## src/design/smrt_map.vh

```
`ifndef SMRT_MAP_VH
`define SMRT_MAP_VH

// Core clock rate and derived cycles per time unit
`define SMRT_CLK_HZ            32'h0098_9680
`define SMRT_CYC_PER_MS        (`SMRT_CLK_HZ / 32'h0000_03E8)
`define SMRT_CYC_PER_US        (`SMRT_CLK_HZ / 32'h000F_4240)

// Internal fixed timeout, 200 ms
`define SMRT_INT_TIMEOUT_MS    32'h0000_00C8
`define SMRT_INT_TIMEOUT_CYC   (`SMRT_INT_TIMEOUT_MS * `SMRT_CYC_PER_MS)

// Floating pin timeout, 400 us, also the floor of capacitor mode
`define SMRT_FLOAT_TIMEOUT_US  32'h0000_0190
`define SMRT_FLOAT_TIMEOUT_CYC (`SMRT_FLOAT_TIMEOUT_US * `SMRT_CYC_PER_US)

// Capacitor scaling, 110 pF for each millisecond of timeout
`define SMRT_PF_PER_MS         16'h006E

// Timeout modes, one-hot
`define SMRT_MODE_INT          3'h1
`define SMRT_MODE_CAP          3'h2
`define SMRT_MODE_CMP          3'h4

// Reset generator states, one-hot
`define SMRT_ST_FAULT          3'h1
`define SMRT_ST_TIMING         3'h2
`define SMRT_ST_RELEASED       3'h4

// Reset values
`define SMRT_RST_VALID         1'h0
`define SMRT_RST_COUNT         32'h0000_0000

`endif

```

## src/design/smrt_channel.v

```verilog
`timescale 1ns/100ps
`include "smrt_map.vh"

// One adjustable monitor input: synchronises the comparator taps and
// applies polarity and the one-sided hysteresis of comparator mode.
module smrt_channel (
   input  wire core_clk,
   input  wire reset_n,
   input  wire hyst_en,
   input  wire positive_pol_pin,
   input  wire above_nom_pin,
   input  wire above_hi_pin,
   input  wire above_lo_pin,
   output reg  valid_reg
);

   reg  [3:0] sync1_reg;
   reg  [3:0] sync2_reg;
   reg        thr_ok;
   wire       pos_pol;
   wire       above_nom;
   wire       above_hi;
   wire       above_lo;

   assign pos_pol   = sync2_reg[3];
   assign above_nom = sync2_reg[2];
   assign above_hi  = sync2_reg[1];
   assign above_lo  = sync2_reg[0];

   // Two-stage synchroniser; analog comparators are asynchronous to core_clk
   // Reset pattern reads as a positive input below 500 mV, so no channel looks
   // valid before real samples arrive; an all-zero pattern would fake a valid input
   always @(posedge core_clk) begin
      if (!reset_n) begin
         sync1_reg <= 4'h8;
         sync2_reg <= 4'h8;
      end else begin
         sync1_reg <= {positive_pol_pin, above_nom_pin, above_hi_pin, above_lo_pin};
         sync2_reg <= sync1_reg;
      end
   end

   // Threshold choice; the shifted tap is used only while invalid in comparator mode
   always @* begin
      if (pos_pol) begin
         if (hyst_en && !valid_reg)
            thr_ok = above_hi;   // Recover above 503.5 mV
         else
            thr_ok = above_nom;  // Valid above 500 mV
      end else begin
         if (hyst_en && !valid_reg)
            thr_ok = !above_lo;  // Recover below 496.5 mV
         else
            thr_ok = !above_nom; // Valid below 500 mV
      end
   end

   // Channel validity state
   always @(posedge core_clk) begin
      if (!reset_n)
         valid_reg <= `SMRT_RST_VALID;
      else
         valid_reg <= thr_ok;
   end

endmodule // smrt_channel

```

## src/design/smrt_reset_timer.v

```verilog
`timescale 1ns/100ps
`include "smrt_map.vh"

// Function
// Release reset after timeout, all inputs valid
// Three timeout modes chosen by timing pin
// Pin grounded gives internal 200 ms timeout
// Capacitor sets timeout, up to nine seconds
// Timeout scales at 110 pF per ms
// Floating pin gives about 400 us timeout
// Pin at supply bypasses timer entirely
// Comparator mode adds one-sided hysteresis only
// Positive input recovers above 503.5 mV
// Negative input recovers below 496.5 mV
// Discharged capacitor starts internal timer first
// Integrator limits capacitor to about 1 uF
// Supply lockout monitor at 11.5 percent below
// No timeout until supply lockout is valid
// Comparator mode needs pin shorted to supply
// Invalid input pulls channel and reset low
// Fault aborts count; restart from zero
// Polarity decides above or below 0.5 V
// Decode mode before each timeout, hold it
// No hysteresis in timer modes
module smrt_reset_timer #(
   parameter CAP_W           = 20,
   parameter INT_TIMEOUT_CYC = `SMRT_INT_TIMEOUT_CYC
) (
   input  wire             core_clk,
   input  wire             reset_n,
   input  wire             supply_lockout_monitor,
   input  wire             timing_pin_at_ground,
   input  wire             timing_pin_at_supply,
   input  wire [CAP_W-1:0] timing_capacitor_pf,
   input  wire             monitor_input_a_pos_pol,
   input  wire             monitor_input_a_above_nom,
   input  wire             monitor_input_a_above_hi,
   input  wire             monitor_input_a_above_lo,
   input  wire             monitor_input_b_pos_pol,
   input  wire             monitor_input_b_above_nom,
   input  wire             monitor_input_b_above_hi,
   input  wire             monitor_input_b_above_lo,
   input  wire             system_reset_in,
   output reg              system_reset_out,
   output reg              system_reset_oe_n,
   input  wire             channel_a_good_in,
   output reg              channel_a_good_out,
   output reg              channel_a_good_oe_n,
   input  wire             channel_b_good_in,
   output reg              channel_b_good_out,
   output reg              channel_b_good_oe_n,
   output reg  [2:0]       timeout_mode,
   output reg              timer_running
);

   localparam [31:0] INT_CYC   = INT_TIMEOUT_CYC;
   localparam [31:0] FLOAT_CYC = `SMRT_FLOAT_TIMEOUT_CYC;
   localparam [47:0] PF_MS     = {32'h0, `SMRT_PF_PER_MS};
   localparam [47:0] CYC_MS    = {16'h0, `SMRT_CYC_PER_MS};

   // Timing pin decode, shared by mode load and the start-up upgrade
   function [2:0] smrt_decode;
      input at_gnd;
      input at_sup;
      begin
         if (at_sup)
            smrt_decode = `SMRT_MODE_CMP;
         else if (at_gnd)
            smrt_decode = `SMRT_MODE_INT;
         else
            smrt_decode = `SMRT_MODE_CAP;
      end
   endfunction

   reg  [2:0]       pin_s1_reg;
   reg  [2:0]       pin_s2_reg;
   reg  [CAP_W-1:0] cap_s1_reg;
   reg  [CAP_W-1:0] cap_s2_reg;
   reg  [2:0]       state_reg;
   reg  [2:0]       state_next;
   reg  [2:0]       mode_reg;
   reg  [2:0]       mode_next;
   reg  [31:0]      count_reg;
   reg  [31:0]      count_next;
   reg              done;
   wire             valid_a;
   wire             valid_b;
   wire             supply_ok;
   wire             all_valid;
   wire             hyst_en;
   wire [2:0]       pin_mode;
   wire [31:0]      count_inc;
   wire [47:0]      elapsed_pf;
   wire [47:0]      cap_target;

   // Synchronise lockout and timing pin senses, and the capacitance value
   always @(posedge core_clk) begin
      if (!reset_n) begin
         pin_s1_reg <= 3'h2;                                            // Lockout bad, pin at ground
         pin_s2_reg <= 3'h2;
         cap_s1_reg <= {CAP_W{1'b0}};
         cap_s2_reg <= {CAP_W{1'b0}};
      end else begin
         pin_s1_reg <= {supply_lockout_monitor, timing_pin_at_ground, timing_pin_at_supply};
         pin_s2_reg <= pin_s1_reg;
         cap_s1_reg <= timing_capacitor_pf;
         cap_s2_reg <= cap_s1_reg;
      end
   end

   assign supply_ok = pin_s2_reg[2];
   assign pin_mode  = smrt_decode(pin_s2_reg[1], pin_s2_reg[0]);
   assign hyst_en   = (mode_reg == `SMRT_MODE_CMP);

   // Adjustable monitor channels
   smrt_channel u_chan_a (
      .core_clk         (core_clk),
      .reset_n          (reset_n),
      .hyst_en          (hyst_en),
      .positive_pol_pin (monitor_input_a_pos_pol),
      .above_nom_pin    (monitor_input_a_above_nom),
      .above_hi_pin     (monitor_input_a_above_hi),
      .above_lo_pin     (monitor_input_a_above_lo),
      .valid_reg        (valid_a)
   );

   smrt_channel u_chan_b (
      .core_clk         (core_clk),
      .reset_n          (reset_n),
      .hyst_en          (hyst_en),
      .positive_pol_pin (monitor_input_b_pos_pol),
      .above_nom_pin    (monitor_input_b_above_nom),
      .above_hi_pin     (monitor_input_b_above_hi),
      .above_lo_pin     (monitor_input_b_above_lo),
      .valid_reg        (valid_b)
   );

   // Supply lockout result gates the timer and reset, not the channel good outputs; its threshold is analog
   assign all_valid = supply_ok & valid_a & valid_b;

   // Capacitor timeout compare: elapsed_cycles * 110 >= pF * cycles_per_ms
   assign count_inc  = count_reg + 32'h0000_0001;
   assign elapsed_pf = {16'h0, count_inc} * PF_MS;
   assign cap_target = {{(48-CAP_W){1'b0}}, cap_s2_reg} * CYC_MS;

   // Timeout reached in the held mode
   always @* begin
      case (mode_reg)
         `SMRT_MODE_INT: done = (count_inc >= INT_CYC);
         // Floor of 400 us covers the open pin
         `SMRT_MODE_CAP: done = (count_inc >= FLOAT_CYC) && (elapsed_pf >= cap_target);
         default:        done = 1'b1;
      endcase
   end

   // Reset generator; mode is loaded only in the fault state, except the internal-to-capacitor upgrade
   always @* begin
      state_next = state_reg;
      mode_next  = mode_reg;
      count_next = `SMRT_RST_COUNT;
      case (state_reg)
         `SMRT_ST_FAULT: begin
            mode_next = pin_mode;
            if (all_valid) begin
               if (pin_mode == `SMRT_MODE_CMP)
                  state_next = `SMRT_ST_RELEASED;
               else
                  state_next = `SMRT_ST_TIMING;
            end
         end
         `SMRT_ST_TIMING: begin
            // A discharged capacitor looks grounded; once it leaves ground the
            // count continues as capacitor mode, else 200 ms ends it early
            if (mode_reg == `SMRT_MODE_INT && pin_mode == `SMRT_MODE_CAP)
               mode_next = `SMRT_MODE_CAP;
            if (!all_valid)
               state_next = `SMRT_ST_FAULT;
            else if (done)
               state_next = `SMRT_ST_RELEASED;
            else
               count_next = count_inc;
         end
         `SMRT_ST_RELEASED: begin
            if (!all_valid)
               state_next = `SMRT_ST_FAULT;
         end
         default: begin
            state_next = `SMRT_ST_FAULT;
         end
      endcase
   end

   always @(posedge core_clk) begin
      if (!reset_n) begin
         state_reg <= `SMRT_ST_FAULT;
         mode_reg  <= `SMRT_MODE_INT;
         count_reg <= `SMRT_RST_COUNT;
      end else begin
         state_reg <= state_next;
         mode_reg  <= mode_next;
         count_reg <= count_next;
      end
   end

   // Open-drain pins: output is always low, enable active low pulls the line
   // The pin inputs are not used; another driver may hold the wired-OR reset low
   always @(posedge core_clk) begin
      if (!reset_n) begin
         system_reset_out    <= 1'b0;
         system_reset_oe_n   <= 1'b0;
         channel_a_good_out  <= 1'b0;
         channel_a_good_oe_n <= 1'b0;
         channel_b_good_out  <= 1'b0;
         channel_b_good_oe_n <= 1'b0;
         timeout_mode        <= `SMRT_MODE_INT;
         timer_running       <= 1'b0;
      end else begin
         system_reset_out    <= 1'b0;
         system_reset_oe_n   <= (state_next == `SMRT_ST_RELEASED);
         channel_a_good_out  <= 1'b0;
         channel_a_good_oe_n <= valid_a;
         channel_b_good_out  <= 1'b0;
         channel_b_good_oe_n <= valid_b;
         timeout_mode        <= mode_next;
         timer_running       <= (state_next == `SMRT_ST_TIMING);
      end
   end

endmodule // smrt_reset_timer

```

## config.mk

```make
export PLATFORM = sky130hd
export DESIGN_NAME = smrt_reset_timer
export DESIGN_NICKNAME = d
export VERILOG_FILES = /design/src/design/smrt_channel.v /design/src/design/smrt_reset_timer.v
export VERILOG_INCLUDE_DIRS = /design/src /design/src/design
export SDC_FILE = /design/constraint.sdc
export NUM_CORES = 1
export LEC_CHECK = 0
export ABC_AREA = 1
export BUFFER_PORTS_ARGS = -buffer_cell sky130_fd_sc_hd__buf_2
export CORE_ASPECT_RATIO = 0.8
export CORE_MARGIN = 1.5
export CORE_UTILIZATION = 65
export CTS_BUF_LIST = sky130_fd_sc_hd__clkbuf_4 sky130_fd_sc_hd__clkbuf_8
export DETAILED_ROUTE_END_ITERATION = 6
export GPL_ROUTABILITY_DRIVEN = 0
export GPL_TIMING_DRIVEN = 0
export PLACE_DENSITY = 0.81
export SETUP_SLACK_MARGIN = 0.4
export SYNTH_ARGS = -nofsm -noshare
export SYNTH_HDL_FRONTEND = slang
export SYNTH_SLANG_ARGS = --single-unit
```

## constraint.sdc

```tcl
create_clock -name core_clk -period 10.9 [get_ports core_clk]
set_input_delay 1.09 -clock core_clk [delete_from_list [all_inputs] [get_ports core_clk]]
set_output_delay 1.09 -clock core_clk [all_outputs]
set_load 0.005 [all_outputs]
```

Word level (Yosys, flattened, before mapping)
Index checks and enable logic that the tools add are counted.
Storage, ports and cells
  word-level logic and storage cells: 69
  bits in registers: 106
  memories: 0
  output and inout bits: 10
  latch bits: 0
  input port bits: 36
  memory bits (read-only): 0
  RAM bits: 0
Cells by class
  shift operators: 0
  multiplexer cells: 17
  reductions and logical operators: 13
  add/subtract/negate cells: 1
  divide/modulo/power cells: 0
  bitwise logic cells: 5
  $mul: 2
  magnitude comparators: 3
  equality and inequality tests: 11
Operators with widths (count)
  39-bit by 34-bit greater-or-equal comparator with 1-bit output: 1
  32-bit by 6-bit multiplier with 38-bit output (second input constant): 1
  32-bit by 1-bit adder with 32-bit output (second input constant): 1
  32-bit by 12-bit greater-or-equal comparator with 1-bit output (second input constant): 1
  32-bit by 21-bit greater-or-equal comparator with 1-bit output (second input constant): 1
  20-bit by 10-bit multiplier with 30-bit output (second input constant): 1
  3-bit two-way mux: 7
  3-bit by 2-bit == test with 1-bit output (second input constant): 4
  3-bit == test (second input constant): 4
  3-bit one-hot mux with 3 select lines: 1
  3-bit by 1-bit == test with 1-bit output (second input constant): 2
  1-bit logical NOT: 6
  1-bit two-way mux: 6
  3-bit one-hot mux with 2 select lines: 1
  1-bit logical AND: 4
  4-bit OR reduction: 1
  1-bit NOT: 3
  1-bit AND: 2
  2-bit two-way mux: 1
  2-bit != test (second input constant): 1
  1-bit one-hot mux with 2 select lines: 1
  2-bit AND reduction: 1
  2-bit nonzero test: 1

Depth between registers and ports, before layout
  depth in word-level cells: 9
  mapped depth: 42
  mapped depth without buffers: 41

Cells and area by module
From an unflattened synthesis, not the netlist that was laid out.
Second synthesis, totals
  cells, all modules: 1860
  area total of the unflattened synthesis: 13400.4 µm²
By module, submodules not included
  smrt_reset_timer: cells each 1792, sequential area each 1761.7 µm², area an instance 12832.3 µm², times used 1
  smrt_channel: cells each 34, sequential area each 180.2 µm², area an instance 284.0 µm², times used 2

Worst setup path before layout
Ideal clock, no wire load.
  kind: register to register
  from: register count_reg[1]
  to: register count_reg[29]
  stages on the path, launching flop included: 34
  arrival: 6.072 ns
  data required time: 10.759 ns
  setup time: 0.141 ns
  period minus slack after synthesis: 6.213 ns
  buffers on the path: 1
  path slack: 4.687 ns
  path through: dfxtp_1 -> ha_1 -> nand2_2 -> nor2_2 -> nand3_1 -> inv_1 -> nand4_1 -> nor4_1 -> xor2_1 -> inv_1 -> fa_1 -> fa_1 -> inv_1 -> fa_1 -> inv_1 -> ha_1 -> a21oi_1 -> inv_1 -> nor2_1 -> nand2_1 -> a31oi_1 -> o311ai_0 -> xor2_1 -> ha_1 -> nand2_1 -> nor4_1 -> a31oi_1 -> nand2_1 -> nand2_1 -> nand4_1 -> nand2_2 -> nand4_4 -> buf_12 -> nor2_4
On the way
  cells in the longest elaborated chain, start to end: 6
  elaborated cells on any way between the ends: 8
  those cells by class: add/sub (1); mul (1); order compare (3); mux (1); reduce/logical (2)
Ends and longest elaborated chain
  from (decl): RTL line smrt_reset_timer.v:83  | reg [31:0] count_reg;
  from (signal assigned): RTL line smrt_reset_timer.v:197  | count_reg <= `SMRT_RST_COUNT;
  from (signal assigned): RTL line smrt_reset_timer.v:201  | count_reg <= count_next;
  32-bit by 1-bit adder with 32-bit output *: RTL line smrt_reset_timer.v:142  | assign count_inc = count_reg + 32'h0000_0001;
  net count_inc[26]: RTL line smrt_reset_timer.v:92  | wire [31:0] count_inc;
  32-bit by 6-bit multiplier with 38-bit output: RTL line smrt_reset_timer.v:143  | assign elapsed_pf = {16'h0, count_inc} * PF_MS;
  39-bit by 34-bit greater-or-equal comparator with 1-bit output: RTL line smrt_reset_timer.v:151  | `SMRT_MODE_CAP: done = (count_inc >= FLOAT_CYC) && (elapsed_pf >= cap_target);
  1-bit logical AND: RTL line smrt_reset_timer.v:151
  1-bit one-hot mux with 2 select lines *: RTL line smrt_reset_timer.v:148  | case (mode_reg)
  4-bit OR reduction (no source line) *
The timed path passes the listed nets; every way through them passes the cells marked *.
A chain may end at the register's enable or synchronous reset.

Worst setup path after layout
  from: register count_reg[1]
  to: register count_reg[28]
Same word-level chain as after synthesis.

==> results.sh <==
export IMPL_power_switching_mw=0.314
export IMPL_critPathBufInv=6
export IMPL_rows=47
export IMPL_vias=11000
export IMPL_dp_cells=2123
export IMPL_cp_top_family="adder cells"
export IMPL_setup_violations=0
export IMPL_synth_cell_type_count=49
export IMPL_clkTransAtPathRegs_ns=0.12
export IMPL_ir_drop_mv=0.0692
export IMPL_cts_root_buf="clkbuf_8"
export IMPL_largest_register_ffs=32
export IMPL_ioPinCount=46
export IMPL_path_max_fanout=10
export IMPL_fin_skew_ns=0.0156
export IMPL_hold_violations=0
export IMPL_pre_cts_ws_ns=3.45
export IMPL_wl_per_cell_um=12.9
export IMPL_drc=0
export IMPL_max_cap_viol_count=0
export IMPL_syn_inst=1814
export IMPL_grt_pass1_vias=10700
export IMPL_syn_area_um2=13600
export IMPL_clock_tree_buffer_depth=2
export IMPL_layout_area_overhead_vs_synth_pct=5.58
export IMPL_r2r_slack_ns=3.23
export IMPL_syn_area_per_cell_um2=7.48
export IMPL_drtAntennaViolNets=0
export IMPL_leakage_nw=8.32
export IMPL_whs_ns=0.420
export IMPL_p_seq_share_pct=45.2
export IMPL_antenna_found_initial=0
export IMPL_clock_sinks=106
export IMPL_numPortBuffers=38
export IMPL_hold_path_startpoint="cap_s1_reg[5]"
export IMPL_stdcell_count=2139
export IMPL_post_cts_resized=0
export IMPL_yosys_warnings=0
export IMPL_whs_path_depth=2
export IMPL_grt_max_degree=24
export IMPL_die_area_um2=21700
export IMPL_power_mw=0.900
export IMPL_dieWidth_um=165
export IMPL_endpoint_kind="flip-flop"
export IMPL_nNetsFinal=2219
export IMPL_drv_slew=0
export IMPL_grt_most_used_layer="met2"
export IMPL_post_cts_buffers=0
export IMPL_grtUsageMet1_pct=38.6
export IMPL_drt_initial_drc_count=755
export IMPL_seq_area_frac_synth_pct=15.6
export IMPL_crit_path_start="count_reg[1]"
export IMPL_routed_wl_um=27600
export IMPL_worstSkewPairLatency_ns=0.41
export IMPL_diodes=0
export IMPL_r2r_start="count_reg[1]"
export IMPL_finish_instance_area_um2=14300
export IMPL_core_area_um2=20600
export IMPL_grt_first_pass_wirelength_um=48200
export IMPL_cp_common_cell="inv_1"
export IMPL_min_path_type="reg2reg"
export IMPL_worst_pin_slew_ns=1.04
export IMPL_reg2reg_depth=33
export IMPL_fin_tns_setup_ns=0
export IMPL_switching_share_pct=34.9
export IMPL_path_depth=33
export IMPL_clkPwrFrac_pct=30.0
export IMPL_dpl_hpwl_um=23700
export IMPL_period_minus_slack_ns=7.67
export IMPL_timing_rr_end="count_reg[28]"
export IMPL_post_cts_hold_buffer_count=0
export IMPL_htreeDepth=3
export IMPL_p_per_area_nw_per_um2=62.8
export IMPL_cp_start_kind="flip-flop"
export IMPL_final_core_util_pct=69.6
export IMPL_start_util_pct=65.9
export IMPL_rsz0062_at_grt="false"
export IMPL_worst_setup_path_type="reg2reg"
export IMPL_crit_arrival_ns=7.95
export IMPL_p_int_mw=0.586
export IMPL_cp_slowest_cell="fa_1"
export IMPL_fin_ws_ns=3.23
export IMPL_combPwrFrac_pct=24.8
export IMPL_hold_path_end="cap_s2_reg[5]"
export IMPL_postPlaceCellArea_um2=14100
export IMPL_required_ns=11.19
export IMPL_firstDrtPassIters=7
export IMPL_die_h_um=132
export IMPL_outcome="finished, final reports clean"
export IMPL_use_met3_pct=4.12
export IMPL_min_period_over_period_pct=70.3
export IMPL_cts_tree="built"
export IMPL_clock_fmax_mhz=130
export IMPL_viasPerCell=5.14
export IMPL_grt_use_total_pct=27.4
export IMPL_cp_slowest_stage_delay_ns=0.53
export IMPL_grt_overflow=0
export IMPL_use_met2_pct=44.3
export IMPL_synth_seq_cells=106
export IMPL_cts_made_buffers=9
export IMPL_drive_gt1_share_pct=7.59
export IMPL_slew_headroom_pct=30.3
[synthesized netlist by cell type (all sizes together)]
| master | instances | share of area [%] |
|---|---|---|
| and3 | 1 | 0.046 |
| xnor2 | 26 | 1.7 |
| nand3b | 3 | 0.17 |
| clkinv | 2 | 0.065 |
| inv | 465 | 13 |
| fa | 115 | 17 |
| nor3 | 14 | 0.52 |
| or2 | 7 | 0.32 |
| nand3 | 49 | 1.9 |
| o221ai | 2 | 0.13 |
| a21oi | 87 | 3.2 |
| a31o | 1 | 0.065 |
| o21a | 3 | 0.17 |
| o21ai | 30 | 1.1 |
| nand2 | 393 | 11 |
| o311ai | 1 | 0.065 |
| nor3b | 2 | 0.15 |
| a311o | 1 | 0.074 |
| nor2 | 160 | 6.4 |
| mux2 | 1 | 0.083 |
| ha | 203 | 19 |
| nand4 | 18 | 0.94 |
| buf | 8 | 0.72 |
| nor4 | 10 | 0.46 |
| clkbuf | 8 | 0.22 |
| o21bai | 13 | 0.72 |
| a31oi | 9 | 0.42 |
| nor4b | 1 | 0.065 |
| a21o | 10 | 0.55 |
| xor2 | 60 | 4.0 |
| conb | 1 | 0.028 |
| dfxtp | 106 | 16 |
| o211ai | 1 | 0.055 |
| or4 | 1 | 0.055 |
| a21boi | 2 | 0.11 |
[cells in the final DEF (no fill, tap or decap), types with 5 or more instances in the layout]
cell,instances
a21o_1,10
xor2_1,58
nor4_1,10
clkbuf_8,9
inv_2,5
clkbuf_1,8
nor2_1,118
nor2_2,10
o21bai_1,13
nor3_1,14
inv_1,460
nand2_1,378
o21ai_0,27
dfxtp_1,106
fa_1,115
nand3_1,47
xnor2_1,25
nor2_4,32
buf_2,38
ha_1,203
nand2_2,12
buf_4,5
nand4_1,17
or2_2,7
a21oi_1,86
a31oi_1,9
[kinds of logic after synthesis]
family                   after synthesis  share of synthesized area, %
AND/OR/NAND/NOR                      659                          22.3
buffers and inverters                483                          13.9
adder cells (fa/ha/maj)              318                          35.7
AO/OA/AOI/OAI                        160                          6.70
flip-flops                           106                          15.6
XOR/XNOR                              86                          5.72
other                                  1                        0.0276
multiplexers                           1                        0.0830
[how the worst max path moves through the flow]
stage	end	slack, ns
after floorplan	count_reg[29]	4.69
after global placement	count_reg[28]	3.56
after detailed placement	count_reg[28]	3.45
after CTS	count_reg[28]	3.39
after global routing	count_reg[12]	2.62
final	count_reg[28]	3.23
[metal layers]
metal	wire, µm	vias up	part of all wire (%)
met5	0	-	0
met4	357	0	1.3
met3	1470	30	5.3
met2	12400	222	45
met1	13300	5148	48
li1	-	5588	-
[worst min-delay path: stages (launching register included)]
cell and delay [ns]:
dfxtp_1 0.31, nand2_1 0.05, inv_1 0.03
[power by group through the flow]
stage	combinational [mW]	sequential (mW)	clock, mW
global route	0.262	0.408	0.288
floorplan	0.175	0.413	0
detailed placement	0.222	0.416	0
CTS	0.226	0.407	0.276
finish	0.223	0.407	0.270
global placement	0.212	0.415	0
[area by class of cell]
type                            count  area [µm²]
Buffer                             16         128
Multi-Input combinational cell   1227        9570
Tap cell                          269         337
Timing Repair Buffer               38         190
Fill cell                        1708        6260
Inverter                          467        1750
Sequential cell                   106        2120
Clock inverter                      7        98.8
Clock buffer                        9         124
(Power assumes the default switching activity.)
